<file path="src/core/rsc_pkg.sv">
// Purpose: shared constants and carrier types for the regulator and external enable slot block
// Assumes: 32-bit classic Wishbone, word index = byte address / 4
// Notes:   register data is 16 bits wide in the low half of the bus word; status also carries millivolts in bits 26:16
package rsc_pkg;

	// word indexes of the registers (byte address is four times the index)
	localparam logic [15:0] IDX_REG_ON    = 16'h4087;
	localparam logic [15:0] IDX_REG_SLEEP = 16'h4088;
	localparam logic [15:0] IDX_EXT_CTRL  = 16'h4089;
	localparam logic [15:0] IDX_ENABLES   = 16'h40F0;
	localparam logic [15:0] IDX_STATUS    = 16'h40F1;

	// field positions
	localparam int SLOT_LSB   = 13;
	localparam int VSEL_LSB   = 0;
	localparam int SRC_LSB    = 11;
	localparam int HWCENA_BIT = 8;
	localparam int XSLP_LSB   = 5;
	localparam int EXT_SW_BIT = 0;
	localparam int REG_SW_BIT = 1;
	localparam int MV_LSB     = 16;

	// reset values
	localparam logic [2:0] SLOT_RST = 3'h0;
	localparam logic [3:0] VSEL_RST = 4'h0;
	localparam logic [1:0] SRC_RST  = 2'h0;

	// slot codes
	localparam logic [2:0] SLOT_NONE = 3'h0;
	localparam logic [2:0] SLOT_FIRST = 3'h1;
	localparam logic [2:0] SLOT_LAST = 3'h5;
	localparam logic [2:0] SLOT_HWEN1 = 3'h6;
	localparam logic [2:0] SLOT_HWEN2 = 3'h7;

	// sleep voltage scale in millivolts
	localparam logic [10:0] VMIN_MV  = 11'h320;
	localparam logic [10:0] VSTEP_MV = 11'h032;

	// hardware control source codes
	localparam logic [1:0] SRC_NONE = 2'h0;
	localparam logic [1:0] SRC_ONE  = 2'h1;
	localparam logic [1:0] SRC_TWO  = 2'h2;

	// whole state of the block
	typedef struct packed {
		logic [2:0]  reg_on_slot;
		logic [3:0]  reg_on_vsel;
		logic [2:0]  reg_slp_slot;
		logic [3:0]  reg_slp_vsel;
		logic [2:0]  ext_on_slot;
		logic [1:0]  ext_src;
		logic        ext_hwcena;
		logic [2:0]  ext_slp_slot;
		logic        ext_sw;
		logic        reg_sw;
		logic        reg_sleep;
		logic        reg_en;
		logic [3:0]  reg_vsel;
		logic        ext_en;
		logic        ack;
		logic [31:0] dat;
	} rsc_state_t;

	// sequencer event carrier
	typedef struct packed {
		logic       stb;
		logic       sleep;
		logic [2:0] slot;
	} rsc_seq_t;

endpackage : rsc_pkg

</file>
<file path="src/core/rsc_sync.sv">
// Purpose: two-stage synchroniser for a group of pin levels
// Assumes: inputs are asynchronous levels
// Notes:   only the second stage is visible outside
`timescale 1ns/1ps
module rsc_sync #(
	parameter int W = 4
) (
	// clock and reset
	input  wire logic         clk,
	input  wire logic         arst_n,
	// levels
	input  wire logic [W-1:0] din,
	output logic      [W-1:0] dout
);

	logic [W-1:0] meta_r;

	// two flops, first feeds only the second
	always_ff @(posedge clk or negedge arst_n)
	begin
		if (!arst_n)
		begin
			meta_r <= '0;
			dout   <= '0;
		end
		else
		begin
			meta_r <= din;
			dout   <= meta_r;
		end
	end

endmodule : rsc_sync

</file>
<file path="src/core/rsc_slot_ctrl.sv">
// Purpose: slot assignments for one regulator and one external enable output
// Assumes: sequencer strobes come from logic on REF_CLK; pins are asynchronous
// Notes:   registers on classic Wishbone, one cycle wait then ack
// Functional notes
// - sleep codes 000, 110, 111 move regulator to sleep in slot 5, 3, 1
// - sleep codes 001 to 101 disable regulator in slots 5 down to 1
// - with hardware enable assigned, codes 001 to 101 enter sleep instead of disabling
// - sleep voltage code gives 0.80V plus 50mV per step up to 1.55V
// - external on-slot 110, 111 hand the output to hardware enable 1, 2
// - control source 00 none, 01 input 1, 10 input 2, 11 either
// - control enable 0: output follows only the software enable bit
// - control enable 1: active selected control input forces the output low
// - external sleep codes 001 to 101 de-assert in slots 5 down to 1; others nothing
// - regulator on-slot: 000 never, 001 to 101 slots 1 to 5, 110/111 hardware enable
//
// Local design decision: register access over Wishbone.
`timescale 1ns/1ps
module rsc_slot_ctrl
	import rsc_pkg::*;
(
	// clock and reset
	input  wire logic        REF_CLK,
	input  wire logic        ARST_N,
	// wishbone slave
	input  wire logic        WB_CYC_I,
	input  wire logic        WB_STB_I,
	input  wire logic        WB_WE_I,
	input  wire logic [17:0] WB_ADR_I,
	input  wire logic [3:0]  WB_SEL_I,
	input  wire logic [31:0] WB_DAT_I,
	output logic      [31:0] WB_DAT_O,
	output logic             WB_ACK_O,
	// sequencer timeslot engine
	input  wire logic        SEQ_SLOT_STB,
	input  wire logic        SEQ_SLEEP,
	input  wire logic [2:0]  SEQ_SLOT,
	// hardware enable and control pins
	input  wire logic [1:0]  HWEN_PIN,
	input  wire logic [1:0]  HW_CTRL_PIN,
	// regulator and external enable
	output logic             REG_EN,
	output logic             REG_SLEEP,
	output logic      [3:0]  REG_VSEL,
	output logic             EXT_EN
);

	rsc_state_t s_r;
	rsc_state_t s_nxt;
	rsc_seq_t   seq;
	logic [3:0] pins_s;
	logic [1:0] hwen_s;
	logic [1:0] hw_ctrl_s;
	logic       wr_go;
	logic       wrote_r;

	// true when a startup slot code fires in this slot
	function automatic logic on_hit(input logic [2:0] code, input logic [2:0] slot);
		return (code >= SLOT_FIRST) && (code <= SLOT_LAST) && (code == slot);
	endfunction : on_hit

	// sleep slot number for a regulator sleep code
	function automatic logic [2:0] slp_slot(input logic [2:0] code);
		logic [2:0] r;
		r = 3'h0;
		case (code)
			3'h0, 3'h1: r = 3'h5;
			3'h2:       r = 3'h4;
			3'h3, 3'h6: r = 3'h3;
			3'h4:       r = 3'h2;
			default:    r = 3'h1;
		endcase
		return r;
	endfunction : slp_slot

	// codes that mean disable in a slot
	function automatic logic is_dis(input logic [2:0] code);
		return (code >= SLOT_FIRST) && (code <= SLOT_LAST);
	endfunction : is_dis

	// hardware enable level picked by an on-slot code
	function automatic logic hw_sel(input logic [2:0] code, input logic [1:0] hw);
		return (code == SLOT_HWEN1) ? hw[0] : hw[1];
	endfunction : hw_sel

	// byte-lane merge of the 16-bit register image
	function automatic logic [15:0] merge(input logic [15:0] old, input logic [31:0] d,
		input logic [3:0] sel);
		logic [15:0] r;
		r = old;
		if (sel[0])
			r[7:0] = d[7:0];
		if (sel[1])
			r[15:8] = d[15:8];
		return r;
	endfunction : merge

	// millivolt value of a voltage code
	function automatic logic [10:0] to_mv(input logic [3:0] code);
		return VMIN_MV + 11'(code) * VSTEP_MV;
	endfunction : to_mv

	// pin levels pass two flops
	rsc_sync #(.W(4)) u_sync (
		.clk    (REF_CLK),
		.arst_n (ARST_N),
		.din    ({HW_CTRL_PIN, HWEN_PIN}),
		.dout   (pins_s)
	);

	assign hwen_s    = pins_s[1:0];
	assign hw_ctrl_s = pins_s[3:2];
	assign seq       = '{stb: SEQ_SLOT_STB, sleep: SEQ_SLEEP, slot: SEQ_SLOT};
	assign wr_go     = WB_CYC_I && WB_STB_I && WB_WE_I && s_r.ack;

	// next state: bus, sequencer events, outputs
	always_comb
	begin
		logic [15:0] img;
		logic        hw_ctrl_act;
		logic        ext_base;
		img         = 16'h0000;
		hw_ctrl_act = 1'b0;
		ext_base    = 1'b0;
		s_nxt       = s_r;
		// ack one cycle after request, dropped after one cycle
		s_nxt.ack = WB_CYC_I && WB_STB_I && !s_r.ack;
		s_nxt.dat = 32'h0000_0000;
		if (s_nxt.ack)
		begin
			case (WB_ADR_I[17:2])
				IDX_REG_ON:    s_nxt.dat[15:0] = {s_r.reg_on_slot, 9'h000, s_r.reg_on_vsel};
				IDX_REG_SLEEP: s_nxt.dat[15:0] = {s_r.reg_slp_slot, 9'h000, s_r.reg_slp_vsel};
				IDX_EXT_CTRL:  s_nxt.dat[15:0] = {s_r.ext_on_slot, s_r.ext_src, 2'h0,
					s_r.ext_hwcena, s_r.ext_slp_slot, 5'h00};
				IDX_ENABLES:   s_nxt.dat[1:0] = {s_r.reg_sw, s_r.ext_sw};
				IDX_STATUS:    s_nxt.dat = {5'h00, to_mv(s_r.reg_vsel), 9'h000, pins_s,
					s_r.ext_en, s_r.reg_sleep, s_r.reg_en};
				default:       s_nxt.dat = 32'h0000_0000;
			endcase
		end
		// writes land on the edge after the one that shows ack
		if (wr_go)
		begin
			case (WB_ADR_I[17:2])
				IDX_REG_ON:
				begin
					img = merge({s_r.reg_on_slot, 9'h000, s_r.reg_on_vsel}, WB_DAT_I, WB_SEL_I);
					s_nxt.reg_on_slot = img[SLOT_LSB+:3];
					s_nxt.reg_on_vsel = img[VSEL_LSB+:4];
				end
				IDX_REG_SLEEP:
				begin
					img = merge({s_r.reg_slp_slot, 9'h000, s_r.reg_slp_vsel}, WB_DAT_I, WB_SEL_I);
					s_nxt.reg_slp_slot = img[SLOT_LSB+:3];
					s_nxt.reg_slp_vsel = img[VSEL_LSB+:4];
				end
				IDX_EXT_CTRL:
				begin
					img = merge({s_r.ext_on_slot, s_r.ext_src, 2'h0, s_r.ext_hwcena,
						s_r.ext_slp_slot, 5'h00}, WB_DAT_I, WB_SEL_I);
					s_nxt.ext_on_slot  = img[SLOT_LSB+:3];
					s_nxt.ext_src      = img[SRC_LSB+:2];
					s_nxt.ext_hwcena   = img[HWCENA_BIT];
					s_nxt.ext_slp_slot = img[XSLP_LSB+:3];
				end
				IDX_ENABLES:
				begin
					if (WB_SEL_I[0])
					begin
						s_nxt.ext_sw = WB_DAT_I[EXT_SW_BIT];
						s_nxt.reg_sw = WB_DAT_I[REG_SW_BIT];
					end
				end
				default: s_nxt.reg_sw = s_nxt.reg_sw;
			endcase
		end
		// sequencer events come after software so they win
		if (seq.stb && !seq.sleep)
		begin
			if (on_hit(s_r.reg_on_slot, seq.slot))
			begin
				s_nxt.reg_sw    = 1'b1;
				s_nxt.reg_sleep = 1'b0;
			end
			if (on_hit(s_r.ext_on_slot, seq.slot))
				s_nxt.ext_sw = 1'b1;
		end
		if (seq.stb && seq.sleep)
		begin
			if (slp_slot(s_r.reg_slp_slot) == seq.slot)
			begin
				if (is_dis(s_r.reg_slp_slot) && (s_r.reg_on_slot < SLOT_HWEN1))
					s_nxt.reg_sw = 1'b0;
				else
					s_nxt.reg_sleep = 1'b1;
			end
			if (is_dis(s_r.ext_slp_slot) && slp_slot(s_r.ext_slp_slot) == seq.slot)
				s_nxt.ext_sw = 1'b0;
		end
		// regulator enable source, hardware pin or enable bit
		if (s_nxt.reg_on_slot >= SLOT_HWEN1)
			s_nxt.reg_en = hw_sel(s_nxt.reg_on_slot, hwen_s);
		else
			s_nxt.reg_en = s_nxt.reg_sw;
		s_nxt.reg_vsel = s_nxt.reg_sleep ? s_nxt.reg_slp_vsel : s_nxt.reg_on_vsel;
		// hardware control source select
		case (s_nxt.ext_src)
			SRC_NONE: hw_ctrl_act = 1'b0;
			SRC_ONE:  hw_ctrl_act = hw_ctrl_s[0];
			SRC_TWO:  hw_ctrl_act = hw_ctrl_s[1];
			default:  hw_ctrl_act = hw_ctrl_s[0] || hw_ctrl_s[1];
		endcase
		if (s_nxt.ext_on_slot >= SLOT_HWEN1)
			ext_base = hw_sel(s_nxt.ext_on_slot, hwen_s);
		else
			ext_base = s_nxt.ext_sw;
		if (s_nxt.ext_hwcena)
			s_nxt.ext_en = ext_base && !hw_ctrl_act;
		else
			s_nxt.ext_en = s_nxt.ext_sw;
	end

	// single state register, every field cleared
	always_ff @(posedge REF_CLK or negedge ARST_N)
	begin
		if (!ARST_N)
		begin
			s_r              <= '0;
			s_r.reg_on_slot  <= SLOT_RST;
			s_r.reg_slp_slot <= SLOT_RST;
			s_r.ext_on_slot  <= SLOT_RST;
			s_r.ext_slp_slot <= SLOT_RST;
			s_r.ext_src      <= SRC_RST;
			s_r.reg_on_vsel  <= VSEL_RST;
			s_r.reg_slp_vsel <= VSEL_RST;
		end
		else
			s_r <= s_nxt;
	end

	// helper: any write seen since reset
	always_ff @(posedge REF_CLK or negedge ARST_N)
	begin
		if (!ARST_N)
			wrote_r <= 1'b0;
		else if (wr_go)
			wrote_r <= 1'b1;
	end

	// outputs straight from the state register
	assign WB_ACK_O  = s_r.ack;
	assign WB_DAT_O  = s_r.dat;
	assign REG_EN    = s_r.reg_en;
	assign REG_SLEEP = s_r.reg_sleep;
	assign REG_VSEL  = s_r.reg_vsel;
	assign EXT_EN    = s_r.ext_en;
endmodule : rsc_slot_ctrl

</file>
<file path="config.mk">
export PLATFORM = sky130hd
export DESIGN_NAME = rsc_slot_ctrl
export DESIGN_NICKNAME = d
export VERILOG_FILES = /design/src/core/rsc_pkg.sv /design/src/core/rsc_sync.sv /design/src/core/rsc_slot_ctrl.sv
export SDC_FILE = /design/constraint.sdc
export NUM_CORES = 1
export LEC_CHECK = 0
export BUFFER_PORTS_ARGS = -buffer_cell sky130_fd_sc_hd__buf_2
export CAP_MARGIN = 20
export CORE_MARGIN = 4
export CORE_UTILIZATION = 57
export CTS_BUF_LIST = sky130_fd_sc_hd__clkbuf_2 sky130_fd_sc_hd__clkbuf_4 sky130_fd_sc_hd__clkbuf_8
export DETAILED_ROUTE_END_ITERATION = 7
export GPL_TIMING_DRIVEN = 0
export PLACE_DENSITY_LB_ADDON = 0.05
export SLEW_MARGIN = 20
export SYNTH_ARGS = -nofsm -noshare
export SYNTH_HDL_FRONTEND = slang
export SYNTH_SLANG_ARGS = --single-unit
</file>
<file path="constraint.sdc">
create_clock -name REF_CLK -period 3.19 [get_ports REF_CLK]
set_clock_uncertainty 0.05 [all_clocks]
set_input_delay 0.4785 -clock REF_CLK [delete_from_list [all_inputs] [get_ports REF_CLK]]
set_output_delay 0.4785 -clock REF_CLK [all_outputs]
set_load 0.03 [all_outputs]
</file>
==> flow_summary.ini, run 1 <==
[critical_path]
crit_type = input pin to flop
r2r_slack_ns = 0.93
start_kind = input pin
crit_fanout = 9
crit_path_end_kind = flop
required_ns = 3.36
reg2regPathDepth = 6
reg2reg_from = WB_ACK_O
cp.arrival_ns = 2.65
r2r_end = EXT_EN

[placement]
gp_congestion = 0.899
io_buffers = 73
detailed_place_hpwl_um = 5960

[timing]
slew-limit-headroom = 0.474
max_freq_mhz = 403
setup_tns_ns = 0
final-max-slew-violation-count = 0
setup_violations = 0
rsz0062_at_grt = false
period_share = 0.779
hold_viol_final = 0
min_period_ns = 2.48
worstMarginPinSlew_ns = 0.784

[synth]
ys.warnings.count = 0
synth.top_cell.area_share = 0.463
synth_flop_cell = dfrtp_1
yosysTopAreaCell = dfrtp_1
yosys-top-cells-area = dfrtp_1 46%, buf_4 7.7%, mux2_2 5.1%
synth_area_mm2 = 0.00351
synthDistinctLibCells = 58
synthCells = 326
async_reset_ff_frac = 1.00
avgSynthCellArea_um2 = 10.8
synth-seq-cells = 65
ys_seq_area_frac = 0.463
synth_edf_count = 0

[clock_network]
cts_sinks = 65
cts_buffers = 9
post_cts_buffers = 0
postCtsResizedCells = 0
clk_pin_slew_worst_paths_ns = 0.07
clockBufferDepth = 2
cts_tree = yes
cts.hold.buffers_added = 0
root_buffer = clkbuf_8
clk_latency_ns = 0.34
htree_levels = 3

[run_status]
status = complete, no violations

[power]
peakVddDrop_uv = 334
leakage_nw = 2.26
powerDensity_mw_per_mm2 = 397
power_mw = 1.68

[global_route]
grt_antenna_before_repair = 0
grtUsageTotal = 0.219
grt_pass1_wl_um = 12700
grt_pass1_vias = 2601
grt_overflow = 0
grt_max_degree = 37

[route]
highest_layer = met4
vias = 2715
met2_length_um = 3720
wl_met1_um = 3250
dr.pass1.iters = 5
drc = 0
antenna_left = 0
wirelength_um = 7720
drt-initial-drc-count = 139
avgRoutedWirePerCell_um = 15.5
routed_via_density = 5.45
wl_met3_um = 610

[cells_and_area]
num_antenna_cells = 0
layout_commonest_cell = buf_2
fin_nets = 497
fillers = 464
area_growth_pct = 20.6
register_area_mm2 = 0.00163
layout-drive-gt1-share = 0.378
mostFrequentLayoutCells = 73 x buf_2, 65 x dfrtp_1, 37 x buf_4
multiInputGateArea_mm2 = 0.00159

[die]
io_pins = 108
dieArea_mm2 = 0.00748
dieWidth_um = 86.5
initial_core_util = 0.589
rows = 28
core_region_area_mm2 = 0.00596
die_h_um = 86.5

[job]
maxCapViolCount = 0

[worst_hold_path]
min_path_type = input pin to async pin
## final cells by class
| class | count | area share |
|---|---|---|
| Tap cell | 75 | 0.0222 |
| Buffer | 44 | 0.0713 |
| Multi-Input combinational cell | 219 | 0.376 |
| Inverter | 5 | 0.00444 |
| Clock inverter | 3 | 0.0112 |
| Timing Repair Buffer | 74 | 0.0917 |
| Clock buffer | 13 | 0.0393 |
| Sequential cell | 65 | 0.384 |
## synthesized netlist by cell type, types with 2 or more instances
library cell   n
mux2i_1        8
nor2_1        24
o31ai_1        2
a31oi_1        3
a22o_1         4
clkbuf_1       7
nand3_1        3
nand3b_1       2
a222oi_1       5
xnor2_1        5
and3_1        10
nor4b_2        2
ha_1          10
xor2_1         5
a21oi_1        4
nand2_1       34
nor3_1         2
nor4bb_1       2
a22oi_1        4
o21ai_0        7
mux2_2        16
or2_2          5
inv_1          5
and2_1         6
dfrtp_1       65
nor2b_1        9
a21boi_0       3
buf_4         36
o211ai_1       5
nand4_1        5
## through the flow
stage	setup slack (ns)	utilization	hold WS [ns]	cells	cell area, µm²
floorplan	0.749	-	0.133	333	3540
global placement	0.391	0.671	0.284	481	4000
detailed placement	0.368	0.675	0.292	482	4020
CTS	0.723	0.711	0.00754	498	4230
global route	0.604	0.711	0.0238	498	4230
finish	0.706	0.711	0.00953	498	4230
## layer usage
metal,vias up,global-route usage
li1,1312,-
met1,1280,0.285
met2,110,0.360
met3,13,0.0637
met4,0,0.0595
met5,-,0
## registers in the layout (all words and copies together), names as in the netlist
name	cells
s_r	25
WB_DAT_O	24
REG_VSEL	4
u_sync.dout	4
u_sync.meta_r	4
EXT_EN	1
REG_EN	1
REG_SLEEP	1
WB_ACK_O	1
## worst max-delay path by stage
| stage | depth (start not counted) | slack, ns | from | endpoint |
|---|---|---|---|---|
| after floorplan | 6 | 0.75 | WB_ADR_I[8] | EXT_EN |
| after CTS | 7 | 0.72 | WB_ADR_I[15] | EXT_EN |
| after detailed placement | 7 | 0.37 | WB_ADR_I[15] | EXT_EN |
| after global routing | 7 | 0.60 | WB_ADR_I[8] | EXT_EN |
| final | 7 | 0.71 | WB_ADR_I[15] | EXT_EN |
| after global placement | 7 | 0.39 | WB_ADR_I[15] | EXT_EN |
## kinds of logic (layout without fill, tap and decap cells)
group           after synthesis  count (layout)  synth area share
compound gates               46              46             0.102
xor+xnor                     10              10            0.0250
fa+ha+maj                    11              11            0.0414
buf+inv                      49             139            0.0913
flops                        65              65             0.463
mux                          25              25            0.0774
other cells                   1               8           0.00107
simple gates                119             119             0.199
## report_power, final
part,total (mW),switching [mW],internal [mW]
logic,0.106,0.0652,0.0410
registers,0.835,0.00451,0.830
clock network,0.737,0.312,0.426
total,1.68,0.381,1.30
## worst max-delay path: stages
cell	delay [ns]
buf_2	0.11
nor4b_2	0.49
nand4_1	0.30
nor2_4	0.34
mux2_2	0.39
mux2_2	0.28
a32o_1	0.26
Power figures use the tool's default switching activity.
==> inputs of run 2 (changes only) <==
--- a/config.mk
+++ b/config.mk
@@ -5,10 +5,11 @@
 export SDC_FILE = /design/constraint.sdc
 export NUM_CORES = 1
 export LEC_CHECK = 0
+export ABC_AREA = 1
 export BUFFER_PORTS_ARGS = -buffer_cell sky130_fd_sc_hd__buf_2
 export CAP_MARGIN = 20
 export CORE_MARGIN = 4
-export CORE_UTILIZATION = 57
+export CORE_UTILIZATION = 48
 export CTS_BUF_LIST = sky130_fd_sc_hd__clkbuf_2 sky130_fd_sc_hd__clkbuf_4 sky130_fd_sc_hd__clkbuf_8
 export DETAILED_ROUTE_END_ITERATION = 7
 export GPL_TIMING_DRIVEN = 0
==> constraint.sdc (replaced) <==
create_clock -name REF_CLK -period 2.2 [get_ports REF_CLK]
set_clock_uncertainty 0.05 [all_clocks]
set_input_delay 0.33 -clock REF_CLK [delete_from_list [all_inputs] [get_ports REF_CLK]]
set_output_delay 0.33 -clock REF_CLK [all_outputs]
set_load 0.03 [all_outputs]
==> flow_summary.ini, run 2 <==
[run_status]
status = finished, violations left
violations = negative setup slack

[critical_path]
r2r_end = WB_DAT_O[25]
crit_path_end_kind = flop
cp.arrival_ns = 2.39
crit_fanout = 4
slowest_stage = fa_2
reg2regPathDepth = 8
critical-path-max-stage-delay_ns = 0.63
start_kind = flop
crit_top_cell = nand2_2
required_ns = 2.39
crit_type = flop to flop
crit_chain = ha_1 > ha_2 > fa_2 > ha_4 > nand2_2 > nand2_2 > a21oi_2 > o21a_1
reg2reg_from = REG_VSEL[0]
r2r_slack_ns = -0.008

[timing]
setup_violations = 1
rsz0062_at_grt = true
final.setup.worst_slack_ns = -0.00759
final-max-slew-violation-count = 0
hold_viol_final = 0
slew-limit-headroom = 0.475
worstMarginPinSlew_ns = 0.784
min_period_ns = 2.21
max_freq_mhz = 453
period_share = 1.00

[clock_network]
clk_latency_ns = 0.34
htree_levels = 3
cts_tree = yes
root_buffer = clkbuf_8
cts_buffers = 9
clk_pin_slew_worst_paths_ns = 0.08
cts_sinks = 65
clockBufferDepth = 2

[global_route]
grt_antenna_before_repair = 0
grtUsageTotal = 0.205
grt_overflow = 0
grt_pass1_vias = 3040
grt_pass1_wl_um = 14100
grt_max_degree = 45

[synth]
synth_edf_count = 0
async_reset_ff_frac = 1.00
synth.top_cell.area_share = 0.452
avgSynthCellArea_um2 = 8.21
synthDistinctLibCells = 38
yosysTopAreaCell = dfrtp_1
synthCells = 438
synth_compound_area_frac = 0.0793
synth_flop_cell = dfrtp_1
synth_most_common_cell = nand2_1
synth-simple-area-share = 0.265
synthMuxAreaShare = 0.00939
synth_area_mm2 = 0.00360
synth-xor-area-share = 0.0122
synth_top_family_by_area = simple AND/OR/NAND/NOR gates
synth.cells.most_frequent = 92 x nand2_1, 65 x dfrtp_1, 56 x inv_1
yosys-top-cells-area = dfrtp_1 45%, nand2_1 9.6%, buf_4 7.5%
ys_seq_area_frac = 0.452
synth-seq-cells = 65
synthAdderAreaFrac = 0.0404
ys.warnings.count = 0

[die]
die_h_um = 94.6
initial_core_util = 0.496
core_region_area_mm2 = 0.00725
dieArea_mm2 = 0.00894
dieWidth_um = 94.6
rows = 31
io_pins = 108

[job]
maxCapViolCount = 0

[cells_and_area]
layout-drive-gt1-share = 0.314
largest_reg_flops = 25
mostFrequentLayoutCells = 90 x nand2_1, 78 x buf_2, 65 x dfrtp_1
fin_nets = 618
multiInputGateArea_mm2 = 0.00160
num_antenna_cells = 0
layout_commonest_cell = nand2_1
register_area_mm2 = 0.00163
fillers = 640
area_growth_pct = 26.1
max_flop_register = s_r

[placement]
post-place-ws_ns = -0.0209
io_buffers = 76
gp_congestion = 0.885
detailed_place_hpwl_um = 6560

[worst_hold_path]
min_from = HW_CTRL_PIN[1]
min_path_cells = 1
min_path_type = input pin to flop
whs_endpoint = u_sync.meta_r[3]

[route]
wirelength_um = 8690
avgRoutedWirePerCell_um = 13.5
antenna_left = 0
vias = 3166
drt-initial-drc-count = 232
routed_via_density = 4.92
dr.pass1.iters = 5
drc = 0

[power]
power_mw = 3.30
peakVddDrop_uv = 469
leakage_nw = 2.45
powerDensity_mw_per_mm2 = 728
run 2: cell types whose count changed after synthesis, sizes merged, moves of 13 or more:
| cell | change |
|---|---|
| mux2 | -14 |
| nand3 | +30 |
| nor2 | +27 |
| inv | +53 |
| o21ai | +13 |
| nand2 | +62 |
run 2: through the flow:
| stage | cell area [µm²] | util | TNS, ns | hold slack (ns) | std cells |
|---|---|---|---|---|---|
| after floorplan | 3620 | - | 0 | -0.0156 | 445 |
| after global placement | 4130 | 0.569 | -0.0216 | 0.281 | 620 |
| after detailed placement | 4160 | 0.573 | -0.0209 | 0.200 | 621 |
| after CTS | 4420 | 0.609 | 0 | 0.0223 | 638 |
| after global routing | 4540 | 0.625 | -0.170 | 0.0186 | 643 |
| final | 4540 | 0.625 | -0.00759 | 0.0351 | 643 |
run 2: how the worst max path moves through the flow:
stage,cells past startpoint,to,start,slack (ns)
finish,8,WB_DAT_O[25],REG_VSEL[0],-0.008
global route,8,WB_DAT_O[25],REG_VSEL[0],-0.07
CTS,8,WB_DAT_O[25],REG_VSEL[1],0.01
detailed placement,7,WB_DAT_O[25],REG_VSEL[1],-0.02
global placement,7,WB_DAT_O[25],REG_VSEL[0],-0.02
floorplan,7,WB_DAT_O[25],REG_VSEL[0],0.10
run 2: cell families after synthesis:
| group | count (synthesis) |
|---|---|
| compound gates | 47 |
| xor+xnor | 5 |
| fa+ha+maj | 11 |
| buf+inv | 97 |
| flops | 65 |
| mux | 3 |
| other cells | 1 |
| simple gates | 209 |
run 2: area by class of cell:
type	instances	share of cell area
Sequential cell	65	0.359
Multi-Input combinational cell	283	0.352
Timing Repair Buffer	83	0.101
Buffer	39	0.0629
Inverter	58	0.0480
Clock buffer	10	0.0303
Tap cell	99	0.0273
Clock inverter	6	0.0201
run 2: worst max-delay path: cells and delay by family, from the launching register on:
kind,cells,cell delay (ns)
simple gates,2,0.15
fa+ha+maj,4,1.32
flops,1,0.43
compound gates,2,0.15
run 2: power breakdown:
| part | switching, mW | internal [mW] | leakage, nW |
|---|---|---|---|
| combinational | 0.491 | 0.414 | 1.52 |
| clock | 0.480 | 0.672 | 0.116 |
| sequential | 0.0257 | 1.22 | 0.810 |
run 2: layer usage:
metal / vias to the layer above / share of wire / global-route usage
li1: 1575 / - / -
met1: 1450 / 0.45 / 0.286
met2: 129 / 0.46 / 0.316
met3: 12 / 0.078 / 0.0446
met4: 0 / 0.011 / 0.0709
met5: - / 0 / 0
run 2: repair_timing:
| item | CTS | global route |
|---|---|---|
| endpoints found under the hold margin | 21 | 0 |
| hold buffers | 1 | 0 |
| endpoints found under the setup margin | 2 | 3 |
| pin swaps | 0 | 6 |
| gates resized for setup | 4 | 13 |
| buffers inserted | 0 | 5 |
